--- config.mk ---
export PLATFORM = sky130hd
export DESIGN_NAME = fifo_error_threshold_flags
export DESIGN_NICKNAME = d
export VERILOG_FILES = /design/src/flag_cell.v /design/src/fifo_error_threshold_flags.v
export VERILOG_INCLUDE_DIRS = /design/src /design/src/src
export SDC_FILE = /design/constraint.sdc
export NUM_CORES = 1
export LEC_CHECK = 0
export ABC_AREA = 1
export BUFFER_PORTS_ARGS = -buffer_cell sky130_fd_sc_hd__buf_2
export CORE_ASPECT_RATIO = 0.9
export CORE_MARGIN = 2
export CORE_UTILIZATION = 45
export DETAILED_ROUTE_END_ITERATION = 8
export GPL_ROUTABILITY_DRIVEN = 1
export PLACE_DENSITY = 0.68
export SYNTH_ARGS = -nofsm -noshare
export SYNTH_HDL_FRONTEND = slang
export SYNTH_HIERARCHICAL = 1
export SYNTH_SLANG_ARGS = --single-unit
--- constraint.sdc ---
create_clock -name sys_clk -period 5.36 [get_ports sys_clk]
set_input_delay 0.536 -clock sys_clk [delete_from_list [all_inputs] [get_ports sys_clk]]
set_output_delay 0.536 -clock sys_clk [all_outputs]
set_load 0.03 [all_outputs]
--- src/fifo_flag_defs.vh ---
// Constants for the FIFO error and limit flag block.
// Assumes inclusion by bare name from the block's design files.
`ifndef FIFO_FLAG_DEFS_VH
`define FIFO_FLAG_DEFS_VH

// Register indices on the plain register port.
`define REG_FLAG_STATUS   4'h0
`define REG_FIFO_CTRL     4'h1
`define REG_UPPER_LIMIT   4'h2
`define REG_CHAN_LIMIT_EN 4'h3
`define REG_EVT_STATUS    4'h4
`define REG_EVT_MASK      4'h5
`define REG_FILL_COUNT    4'h6

// Flag bit positions in the status byte.
`define BIT_MAIN_ERR      7
`define BIT_STORE_FAIL    6
`define BIT_FETCH_FAIL    5
`define BIT_UPPER_LIMIT   4

// Control register fields.
`define CTRL_MODE_HI      17
`define CTRL_MODE_LO      16
`define CTRL_STORE_IEN    14
`define CTRL_FETCH_IEN    13
`define CTRL_UPPER_IEN    12
`define CTRL_WM_HI        7
`define CTRL_WM_LO        0
`define CTRL_RESET        32'h00000000

// FIFO mode encodings.
`define MODE_DISABLED     2'h0
`define MODE_WATERMARK    2'h1

// Watermark field value that stands for the whole FIFO.
`define WM_FULL_CODE      8'h00
`define WM_FULL_COUNT     9'h100

// Flag order inside the three-bit flag vector.
`define FV_UPPER          0
`define FV_FETCH          1
`define FV_STORE          2

`endif

--- src/flag_cell.v ---
// Bank of sticky flags where a set in the same cycle beats a clear.
// Assumes a synchronous active-low reset copy from the parent.
`timescale 1ns/1ps
`default_nettype none

module flag_cell #(
  parameter N = 3
) (
  input  wire         clk,     // System clock.
  input  wire         rst_n,   // Synchronised reset, active low.
  input  wire [N-1:0] set,     // Set requests.
  input  wire [N-1:0] clr,     // Clear requests.
  output wire [N-1:0] flag     // Flag levels.
);

  reg [N-1:0] flag_q;
  reg [N-1:0] flag_d;

  genvar i;
  generate
    for (i = 0; i < N; i = i + 1) begin : g_bit
      always @* begin
        if (set[i]) begin
          flag_d[i] = 1'b1;
        end else if (clr[i]) begin
          flag_d[i] = 1'b0;
        end else begin
          flag_d[i] = flag_q[i];
        end
      end
    end
  endgenerate

  always @(posedge clk or negedge rst_n) begin
    if (!rst_n) begin
      flag_q <= {N{1'b0}};
    end else begin
      flag_q <= flag_d;
    end
  end

  assign flag = flag_q;

endmodule

`default_nettype wire

--- src/fifo_error_threshold_flags.v ---
// Error and upper-limit flags for a sample FIFO, with a fill tracker.
// Assumes conversion, pop and host read strobes synchronous to sys_clk,
// and an external FIFO store that obeys store_accept.
//
// Added by the designer: the register addresses and the address-and-strobe port.
`timescale 1ns/1ps
`default_nettype none

`include "fifo_flag_defs.vh"

module fifo_error_threshold_flags #(
  parameter DATA_W  = 16,
  parameter CHAN_N  = 16,
  parameter CHAN_W  = 4,
  parameter DEPTH   = 256,
  parameter ERR_N   = 8
) (
  input  wire              sys_clk,         // System clock, 20 MHz.
  input  wire              rst_n,           // Asynchronous reset, low.
  input  wire [3:0]        reg_addr,        // Register index.
  input  wire [31:0]       reg_wdata,       // Register write data.
  input  wire              reg_wr,          // Write strobe.
  input  wire              reg_rd,          // Read strobe.
  output wire [31:0]       reg_rdata,       // Read data, next cycle.
  input  wire [ERR_N-1:0]  err_bits,        // Error register bits.
  output wire              main_err_status, // Summary to general status.
  input  wire              conv_valid,      // Conversion ready to store.
  input  wire [DATA_W-1:0] conv_data,       // Conversion result.
  input  wire [CHAN_W-1:0] conv_chan,       // Conversion channel.
  output wire              store_accept,    // Conversion goes to FIFO.
  input  wire              read_busy,       // FIFO read in progress.
  input  wire              fetch_req,       // Host FIFO read request.
  output wire              fetch_grant,     // Request granted.
  output wire              fetch_refused,   // Request refused.
  input  wire              sample_pop,      // One sample drained.
  output wire              fifo_empty,      // Fill count is zero.
  output wire              irq              // Interrupt, active high.
);

  reg  [1:0]        rst_sync_q;
  wire              rst_s_n;
  reg  [31:0]       ctrl_q;
  reg  [DATA_W-1:0] upper_limit_value_q;
  reg  [CHAN_N-1:0] channel_limit_check_enable_q;
  reg  [2:0]        evt_q;
  reg  [2:0]        evt_d;
  reg  [2:0]        mask_q;
  reg  [8:0]        fill_q;
  reg  [8:0]        fill_d;
  reg               wm_lock_q;
  reg               wm_lock_d;
  reg               main_err_q;
  reg  [31:0]       rdata_q;
  reg  [31:0]       rdata_d;
  wire [1:0]        mode;
  wire              active;
  wire              wm_mode;
  wire [8:0]        wm_count;
  wire              full;
  wire              pop_ok;
  wire              becomes_empty;
  wire              store_fail;
  wire              upper_hit;
  wire [2:0]        flag_set;
  wire [2:0]        flag_clr;
  wire [2:0]        flags;
  wire [2:0]        flag_ien;
  wire [7:0]        status_byte;
  wire [2:0]        flag_irq;
  wire              wr_ctrl;
  wire              wr_limit;
  wire              wr_chan_en;
  wire              wr_evt;
  wire              wr_mask;

  localparam [8:0] DEPTH_C = DEPTH[8:0];

  // Index compare shared by every write decode below.
  function reg_hit;
    input [3:0] addr;
    input [3:0] index;
    begin
      reg_hit = (addr == index);
    end
  endfunction

  // Reset is released through two flops so release is glitch-free.
  always @(posedge sys_clk or negedge rst_n) begin
    if (!rst_n) begin
      rst_sync_q <= 2'b00;
    end else begin
      rst_sync_q <= {rst_sync_q[0], 1'b1};
    end
  end
  assign rst_s_n = rst_sync_q[1];

  assign mode    = ctrl_q[`CTRL_MODE_HI:`CTRL_MODE_LO];
  assign active  = (mode != `MODE_DISABLED);
  assign wm_mode = (mode == `MODE_WATERMARK);

  assign wm_count = (ctrl_q[`CTRL_WM_HI:`CTRL_WM_LO] == `WM_FULL_CODE) ?
                    `WM_FULL_COUNT : {1'b0, ctrl_q[`CTRL_WM_HI:`CTRL_WM_LO]};

  assign full   = (fill_q == DEPTH_C);
  assign pop_ok = sample_pop && (fill_q != 9'h000);

  assign store_fail = active && conv_valid &&
                      (read_busy || (wm_mode && (wm_lock_q || full)));
  assign store_accept = active && conv_valid && !store_fail;

  // In streaming mode a full FIFO drops its oldest sample, so the
  // count holds at depth instead of refusing the store.
  always @* begin
    fill_d = fill_q;
    if (store_accept && !pop_ok && !full) begin
      fill_d = fill_q + 9'h001;
    end else if (pop_ok && !(store_accept)) begin
      fill_d = fill_q - 9'h001;
    end
  end

  assign becomes_empty = (fill_q != 9'h000) && (fill_d == 9'h000);
  assign fifo_empty    = (fill_q == 9'h000);

  // The lock is what makes the FIFO look full at the watermark; a partial
  // drain does not release it, only an empty FIFO or leaving watermark mode does.
  // lock at watermark until empty
  always @* begin
    wm_lock_d = wm_lock_q;
    if (wm_mode && store_accept && (fill_d >= wm_count)) begin
      wm_lock_d = 1'b1;
    end else if (becomes_empty || !wm_mode) begin
      wm_lock_d = 1'b0;
    end
  end

  // A fetch that collides with a store is refused, not stalled, so the
  // host has to retry it; outside an active mode nothing is refused.
  // refuse fetch during a write
  assign fetch_refused = fetch_req && conv_valid && active;
  assign fetch_grant   = fetch_req && !fetch_refused;

  // The compare is unsigned; a bipolar result must be offset first.
  // limit compare on stored samples
  assign upper_hit = store_accept &&
                     channel_limit_check_enable_q[conv_chan] &&
                     (conv_data >= upper_limit_value_q);

  // sets only in an active mode
  assign flag_set[`FV_UPPER] = active && upper_hit;
  assign flag_set[`FV_FETCH] = active && fetch_refused;
  assign flag_set[`FV_STORE] = active && store_fail;
  assign flag_clr[`FV_STORE] = becomes_empty;
  // fetch clears on grant or empty
  assign flag_clr[`FV_FETCH] = becomes_empty || fetch_grant;
  assign flag_clr[`FV_UPPER] = becomes_empty;

  flag_cell #(
    .N     (3)
  ) u_flags (
    .clk   (sys_clk),
    .rst_n (rst_s_n),
    .set   (flag_set),
    .clr   (flag_clr),
    .flag  (flags)
  );

  assign flag_ien = {ctrl_q[`CTRL_STORE_IEN], ctrl_q[`CTRL_FETCH_IEN],
                     ctrl_q[`CTRL_UPPER_IEN]};

  assign flag_irq = flags & flag_ien;

  // Either path alone, flag enable or event mask, holds the pin high.
  // level follows flag
  assign irq = (|flag_irq) || (|(evt_q & mask_q));

  // The summary is registered, so it trails the error bits by a cycle.
  // summary of error register
  assign main_err_status = main_err_q;

  assign status_byte = {main_err_q, flags[`FV_STORE], flags[`FV_FETCH],
                        flags[`FV_UPPER], 4'h0};

  // Event bits are sticky and cleared by writing one; a new event wins.
  always @* begin
    evt_d = evt_q;
    if (wr_evt) begin
      evt_d = evt_q & ~reg_wdata[2:0];
    end
    evt_d = evt_d | flag_set;
  end

  always @* begin
    rdata_d = 32'h00000000;
    if (reg_addr == `REG_FLAG_STATUS) begin
      rdata_d = {24'h000000, status_byte};
    end else if (reg_addr == `REG_FIFO_CTRL) begin
      rdata_d = ctrl_q;
    end else if (reg_addr == `REG_UPPER_LIMIT) begin
      rdata_d[DATA_W-1:0] = upper_limit_value_q;
    end else if (reg_addr == `REG_CHAN_LIMIT_EN) begin
      rdata_d[CHAN_N-1:0] = channel_limit_check_enable_q;
    end else if (reg_addr == `REG_EVT_STATUS) begin
      rdata_d[2:0] = evt_q;
    end else if (reg_addr == `REG_EVT_MASK) begin
      rdata_d[2:0] = mask_q;
    end else if (reg_addr == `REG_FILL_COUNT) begin
      rdata_d[8:0] = fill_q;
    end
  end

  assign wr_ctrl    = reg_wr && reg_hit(reg_addr, `REG_FIFO_CTRL);
  assign wr_limit   = reg_wr && reg_hit(reg_addr, `REG_UPPER_LIMIT);
  assign wr_chan_en = reg_wr && reg_hit(reg_addr, `REG_CHAN_LIMIT_EN);
  assign wr_evt     = reg_wr && reg_hit(reg_addr, `REG_EVT_STATUS);
  assign wr_mask    = reg_wr && reg_hit(reg_addr, `REG_EVT_MASK);

  // Configuration registers; bit 15 of the control word is reserved
  // and kept at zero whatever the host writes there.
  always @(posedge sys_clk or negedge rst_s_n) begin
    if (!rst_s_n) begin
      ctrl_q                       <= `CTRL_RESET;
      upper_limit_value_q          <= {DATA_W{1'b0}};
      channel_limit_check_enable_q <= {CHAN_N{1'b0}};
      mask_q                       <= 3'h0;
    end else begin
      if (wr_ctrl) begin
        ctrl_q <= {14'h0000, reg_wdata[17:16], 1'b0, reg_wdata[14:0]};
      end
      if (wr_limit) begin
        upper_limit_value_q <= reg_wdata[DATA_W-1:0];
      end
      if (wr_chan_en) begin
        channel_limit_check_enable_q <= reg_wdata[CHAN_N-1:0];
      end
      if (wr_mask) begin
        mask_q <= reg_wdata[2:0];
      end
    end
  end

  always @(posedge sys_clk or negedge rst_s_n) begin
    if (!rst_s_n) begin
      fill_q    <= 9'h000;
      wm_lock_q <= 1'b0;
    end else begin
      fill_q    <= fill_d;
      wm_lock_q <= wm_lock_d;
    end
  end

  always @(posedge sys_clk or negedge rst_s_n) begin
    if (!rst_s_n) begin
      evt_q <= 3'h0;
    end else begin
      evt_q <= evt_d;
    end
  end

  // Read data are zero outside the answer cycle, so a late sample of the
  // bus shows nothing stale.
  always @(posedge sys_clk or negedge rst_s_n) begin
    if (!rst_s_n) begin
      main_err_q <= 1'b0;
      rdata_q    <= 32'h00000000;
    end else begin
      main_err_q <= |err_bits;
      rdata_q    <= reg_rd ? rdata_d : 32'h00000000;
    end
  end

  assign reg_rdata = rdata_q;

endmodule

`default_nettype wire

## After elaboration in Yosys (flattened, before gate mapping)

Cells that the tools add are included.

- Register bits: 103
- Input bits: 72
- Output and inout port bits: 38
- Word-level logic and storage cells: 104

- $add $sub $neg: 2
- Order comparisons: 3
- Eq/ne operators: 8
- Multiplexer cells: 25
- Bitwise operators: 5
- Reductions and logical operators: 48

Operator list:

| kind | count |
|---|---|
| $mux W9 | 5 |
| $mux W16 | 2 |
| $mux W32 | 1 |
| $logic_and A1 B1 Y1 | 24 |
| $logic_not A9 Y1 | 2 |
| $mux W18 | 1 |
| $ge A16 B16 Y1 | 1 |
| $eq A4 B3 Y1 const B | 3 |
| $mux W6 | 2 |
| $reduce_bool A2 Y1 | 5 |
| $add A9 B1 Y9 const B | 1 |
| $and A3 B3 Y3 | 3 |
| $eq A9 B9 Y1 const B | 1 |
| $ge A9 B9 Y1 | 1 |
| $mux W3 | 3 |
| $reduce_bool A9 Y1 | 1 |
| $sub A9 B1 Y9 const B | 1 |
| $eq A4 B2 Y1 const B | 2 |
| $logic_not A8 Y1 | 1 |
| $mux W1 | 8 |
| $reduce_or A8 Y1 | 1 |
| $mux W7 | 1 |
| $logic_not A1 Y1 | 6 |
| $reduce_or A3 Y1 | 2 |
| 9 further kinds | 13 |

## Longest topological paths before layout

- Depth in word-level cells: 16
- Depth in mapped cells: 24
- Gate-level depth less buffers: 24

## Modules after synthesis

Netlist, hierarchy kept.

Modules (own cells, without submodules):

| module | instances | cells an instance | area an instance (um2) | sequential area each (um2) |
|---|---|---|---|---|
| fifo_error_threshold_flags | 1 | 631 | 4,928.5 | 2,152.1 |
| flag_cell | 1 | 15 | 120.1 | 75.1 |

## Worst setup path before layout

Ideal clock, no wire load.

- Path kind: register to register
- Start point: register fill_q[0]
- End point: register wm_lock_q
- Setup time: 0.117 ns
- Arrival: 2.535 ns
- Required time: 5.243 ns
- Path slack: 2.708 ns
- Cell stages (with the launch flop): 25
- Buffers on the path: 0
- Period minus slack after synthesis: 2.652 ns
- Path through: dfrtp_1 inv_1 ha_1 nand2_1 nor2_4 nand2_2 nand2_4 nand2_4 nor2_8 nand2_1 nand2_1 nand2_1 nand2_1 inv_1 ha_1 a21oi_1 o211ai_1 nand3_1 nand2_1 nand3_1 nand2_1 a21oi_1 o21bai_1 nand3_1 nand2_1

- Longest elaborated chain between the ends: 15
- Elaborated cells between the ends (all ways): 27
- Classes of those cells: add/sub: 2; order compare: 1; eq/ne: 1; mux: 3; reduce/logical: 20

Ends and longest elaborated chain:

| item | RTL line | RTL |
|---|---|---|
| start: declaration | fifo_error_threshold_flags.v:48 | `reg [8:0] fill_q;` |
| start signal: assignment | fifo_error_threshold_flags.v:247 | `fill_q <= fill_d;` |
| $eq A9 B9 Y1 | fifo_error_threshold_flags.v:104 | `assign full = (fill_q == DEPTH_C);` |
| $logic_or A1 B1 Y1 | fifo_error_threshold_flags.v:108 | `(read_busy \|\| (wm_mode && (wm_lock_q \|\| full)));` |
| $logic_and A1 B1 Y1 | fifo_error_threshold_flags.v:108 |  |
| $logic_or A1 B1 Y1 | fifo_error_threshold_flags.v:108 |  |
| $logic_and A1 B1 Y1 | fifo_error_threshold_flags.v:107 | `assign store_fail = active && conv_valid &&` |
| $logic_not A1 Y1 | fifo_error_threshold_flags.v:109 | `assign store_accept = active && conv_valid && !store_fail;` |
| $logic_and A1 B1 Y1 | fifo_error_threshold_flags.v:109 |  |
| $logic_not A1 Y1 | fifo_error_threshold_flags.v:117 | `end else if (pop_ok && !(store_accept)) begin` |
| $logic_and A1 B1 Y1 | fifo_error_threshold_flags.v:117 |  |
| $mux W9 | fifo_error_threshold_flags.v:117 |  |
| $mux W9 * | fifo_error_threshold_flags.v:115 | `if (store_accept && !pop_ok && !full) begin` |
| named net fill_d[2] | fifo_error_threshold_flags.v:49 | `reg [8:0] fill_d;` |
| parallel branches: the longest is 4 deep, another holds $ge A9 B9 Y1 | - |  |
| end signal: assignment | fifo_error_threshold_flags.v:248 | `wm_lock_q <= wm_lock_d;` |
| end: declaration | fifo_error_threshold_flags.v:50 | `reg wm_lock_q;` |

Mark *: on every way through the listed nets, which the timed path passes.
A chain may end at the register's enable or synchronous reset.

## Worst setup path in the final report

Same ends and word-level chain as after synthesis.

==> flow_summary.json <==
{
  "outcome": "completed",
  "timing.slew.headroom_pct": 28.98,
  "min_period_over_period_pct": 61.94,
  "vias_in_the_first_global_route": 4271,
  "floorplan.initialDensity_pct": 46.32,
  "yosys_warnings": 6,
  "vias": 4473,
  "timing.critical_path.to_type": "flop",
  "first_iter_violations": 365,
  "critical_path_required_ns": 5.60,
  "use_met3_pct": 5.128,
  "clock_skew_ns": 0.007475,
  "finalNetCount": 823,
  "post_drt_via_cell_ratio": 5.083,
  "clkTransAtPathRegs_ns": 0.07,
  "first_pass_iters": 5,
  "critPathLaunchType": "flop",
  "worstMarginPinSlew_ns": 1.063,
  "cts.htree.levels": 3,
  "track_usage_pct": 22.49,
  "cp.arrival_ns": 3.56,
  "reg2reg_depth": 24,
  "layout_common_cells": "186 x sky130_fd_sc_hd__nand2_1, 94 x sky130_fd_sc_hd__inv_1, 88 x sky130_fd_sc_hd__dfrtp_1",
  "holdWs_ns": 0.2517,
  "synth_sequential_area_ratio_pct": 44.11,
  "cts-root-buf": "sky130_fd_sc_hd__clkbuf_16",
  "tritoncts_num_sinks": 89,
  "fin_tns_setup_ns": 0,
  "grt.busiest_layer": "met2",
  "grt_first_pass_wirelength_um": 21070,
  "globalplace.congestion": 0.8723,
  "antenna_found_initial": 0,
  "power_per_cell_area_nw_per_um2": 380.1,
  "static-leakage-power_nw": 3.076,
  "layout_commonest_cell": "sky130_fd_sc_hd__nand2_1",
  "grt_max_degree": 57,
  "synthesis.area_um2": 5049,
  "register_area_um2": 2231,
  "grt_util_met2_pct": 35.13,
  "setup-violations-final": 0,
  "synth_compound_gate_area_share_pct": 14.45,
  "num_rows": 36,
  "ys_dominant_reg_cell": "sky130_fd_sc_hd__dfrtp_1",
  "number_of_clock_buffers_inserted_by_tritoncts": 9,
  "minimum_period_implied_by_the_final_worst_setup_slack_ns": 3.320,
  "postCtsSetupBuffers": 0,
  "postSynth.asyncResetShare_pct": 100.0,
  "layout-drive-gt1-share_pct": 16.07,
  "max-cap-violations": 0,
  "yosys.area_share.adder_pct": 6.939,
  "fillerInstances": 1070,
  "multiInputGateArea_um2": 2323,
  "timing.final.hold_violations": 0,
  "worst_min_delay_path_class": "flop to async pin",
  "irDropWorstVdd_mv": 0.2287,
  "post_synth_and_or_nand_nor_area_fraction_pct": 22.30,
  "critical_path_type": "flop to flop",
  "portBuffers": 81,
  "core_um2": 10900,
  "grt_overflow": 0,
  "synth_enable_flop_cells": 0,
  "drt_wl_total_um": 12930,
  "ys_ff_latch": 89,
  "post_synth_xor_area_fraction_pct": 1.214,
  "synth.area.mux_share_pct": 0,
  "dp_hpwl_um": 9712,
  "dieHeight_um": 104.5,
  "layout-area-overhead-vs-synth_pct": 16.41,
  "post_synth_num_cell_types": 41,
  "drc": 0,
  "main_combinational_cell_family_by_area_after_synthesis": "simple AND/OR/NAND/NOR gates",
  "tritoncts": "yes",
  "fmax_mhz": 301.2,
  "die_width_um": 115.7,
  "grt_use_met1_pct": 31.58,
  "path_max_fanout": 7,
  "syn_area_per_cell_um2": 7.815,
  "count_of_pins_over_their_slew_limit": 0,
  "synthesis.instances": 646,
  "fp.dieArea_um2": 12080,
  "post_drt_wl_per_cell_um": 14.69,
  "worst_skew_pair.late_latency_ns": 0.35,
  "route.antenna.remaining_nets": 0,
  "clk_path_buf_depth": 2,
  "antenna-diode-count": 0,
  "rsz_0062_raised_after_global_routing": "false",
  "number_of_top_level_pins": 110
}
==> synthesized netlist by cell type, drive strengths merged, types with 8 or more instances <==
library cell,count,area (µm²)
nor3,8,45.04
nand3,24,137.6
a21oi,25,125.1
a211oi,8,60.06
dfrtp,89,2227
clkbuf,15,56.30
o21ai,71,355.3
nor2,31,145.1
ha,28,350.3
buf,17,126.4
nand2,191,739.5
inv,97,364.1
==> state kept, by name, summed over array words and instances (netlist names) <==
name and count:
wm_lock_q 1, reg_rdata 18, rst_sync_q 2, u_flags/flag 3
main_err_status 1, fill_q 9, upper_limit_value_q 16, mask_q 3
ctrl_q 17, evt_q 3, channel_limit_check_enable_q 16
==> where the power goes <==
part	switching, mW	internal, mW	total (mW)
sequential	0.140	0.796	0.936
clock	0.271	0.422	0.692
combinational	0.379	0.226	0.605
==> repair_timing <==
item | 4_1_cts | 5_1_grt
hold buffers | 1 | 0
endpoints found under the hold margin | 2 | 0
endpoints found under the setup margin | 0 | 0
gates resized for setup | 0 | 0
==> area by class of cell <==
class	count	area share, %
tap	152	3.236
clock inverter	6	1.554
timing repair buffer	85	7.452
multi-input combinational	441	39.54
sequential	89	37.96
clock buffer	10	4.066
inverter	97	6.195
==> metal layers <==
metal	routed length (µm)	vias up	share of wire (%)
met3	811	16	6.3
met1	5982	2098	46
li1	-	2207	-
met5	0	-	0
met2	5956	152	46
met4	178	0	1.4
==> cells by family (layout without fill, tap and decap cells) <==
group	count (synthesis)	after routing
simple gates	263	263
buf+inv	129	198
compound gates	128	128
flops	89	89
fa+ha+maj	28	28
xor+xnor	7	7
other cells	2	15
==> critical path, cell delays in order, from the launching register on <==
cell and delay, ns:
sky130_fd_sc_hd__dfrtp_1 0.42, sky130_fd_sc_hd__inv_1 0.25, sky130_fd_sc_hd__ha_1 0.20, sky130_fd_sc_hd__nand2_1 0.08
sky130_fd_sc_hd__nor2_4 0.15, sky130_fd_sc_hd__nand2_2 0.10, sky130_fd_sc_hd__nand2_4 0.11, sky130_fd_sc_hd__nand2_4 0.07
sky130_fd_sc_hd__nor2_8 0.16, sky130_fd_sc_hd__nand2_1 0.09, sky130_fd_sc_hd__nand2_1 0.06, sky130_fd_sc_hd__nand2_1 0.04
sky130_fd_sc_hd__nand2_1 0.10, sky130_fd_sc_hd__inv_1 0.07, sky130_fd_sc_hd__ha_1 0.32, sky130_fd_sc_hd__a21oi_1 0.14
sky130_fd_sc_hd__o211ai_1 0.12, sky130_fd_sc_hd__nand3_1 0.08, sky130_fd_sc_hd__nand2_1 0.06, sky130_fd_sc_hd__nand3_1 0.07
sky130_fd_sc_hd__nand2_1 0.05, sky130_fd_sc_hd__a21oi_1 0.23, sky130_fd_sc_hd__o21bai_1 0.11, sky130_fd_sc_hd__nand3_1 0.07
sky130_fd_sc_hd__nand2_1 0.06
==> path summary, 6_finish.rpt <==
path	start	to	slack, ns
worst min-delay path	rst_sync_q[1]	reg_rdata[7]	0.25
worst max-delay path	fill_q[0]	wm_lock_q	2.04
max in group asynchronous	rst_sync_q[1]	ctrl_q[17]	4.03
worst max register to register	fill_q[0]	wm_lock_q	2.04
min in group sys_clk	rst_sync_q[0]	rst_sync_q[1]	0.35
worst min register to register	rst_sync_q[1]	reg_rdata[7]	0.25
==> through the flow <==
stage	utilization [%]	cell area (µm²)	total power [mW]	worst slack [ns]	std cells
after floorplan	-	5097	1.371	2.698	659
after global placement	50.79	5537	1.522	2.135	863
after detailed placement	50.79	5537	1.547	2.069	863
after CTS	53.91	5877	2.239	2.050	880
after global routing	53.91	5877	2.389	1.785	880
final	53.91	5877	2.234	2.040	880
Note: power is estimated with default switching activity, not from simulation.
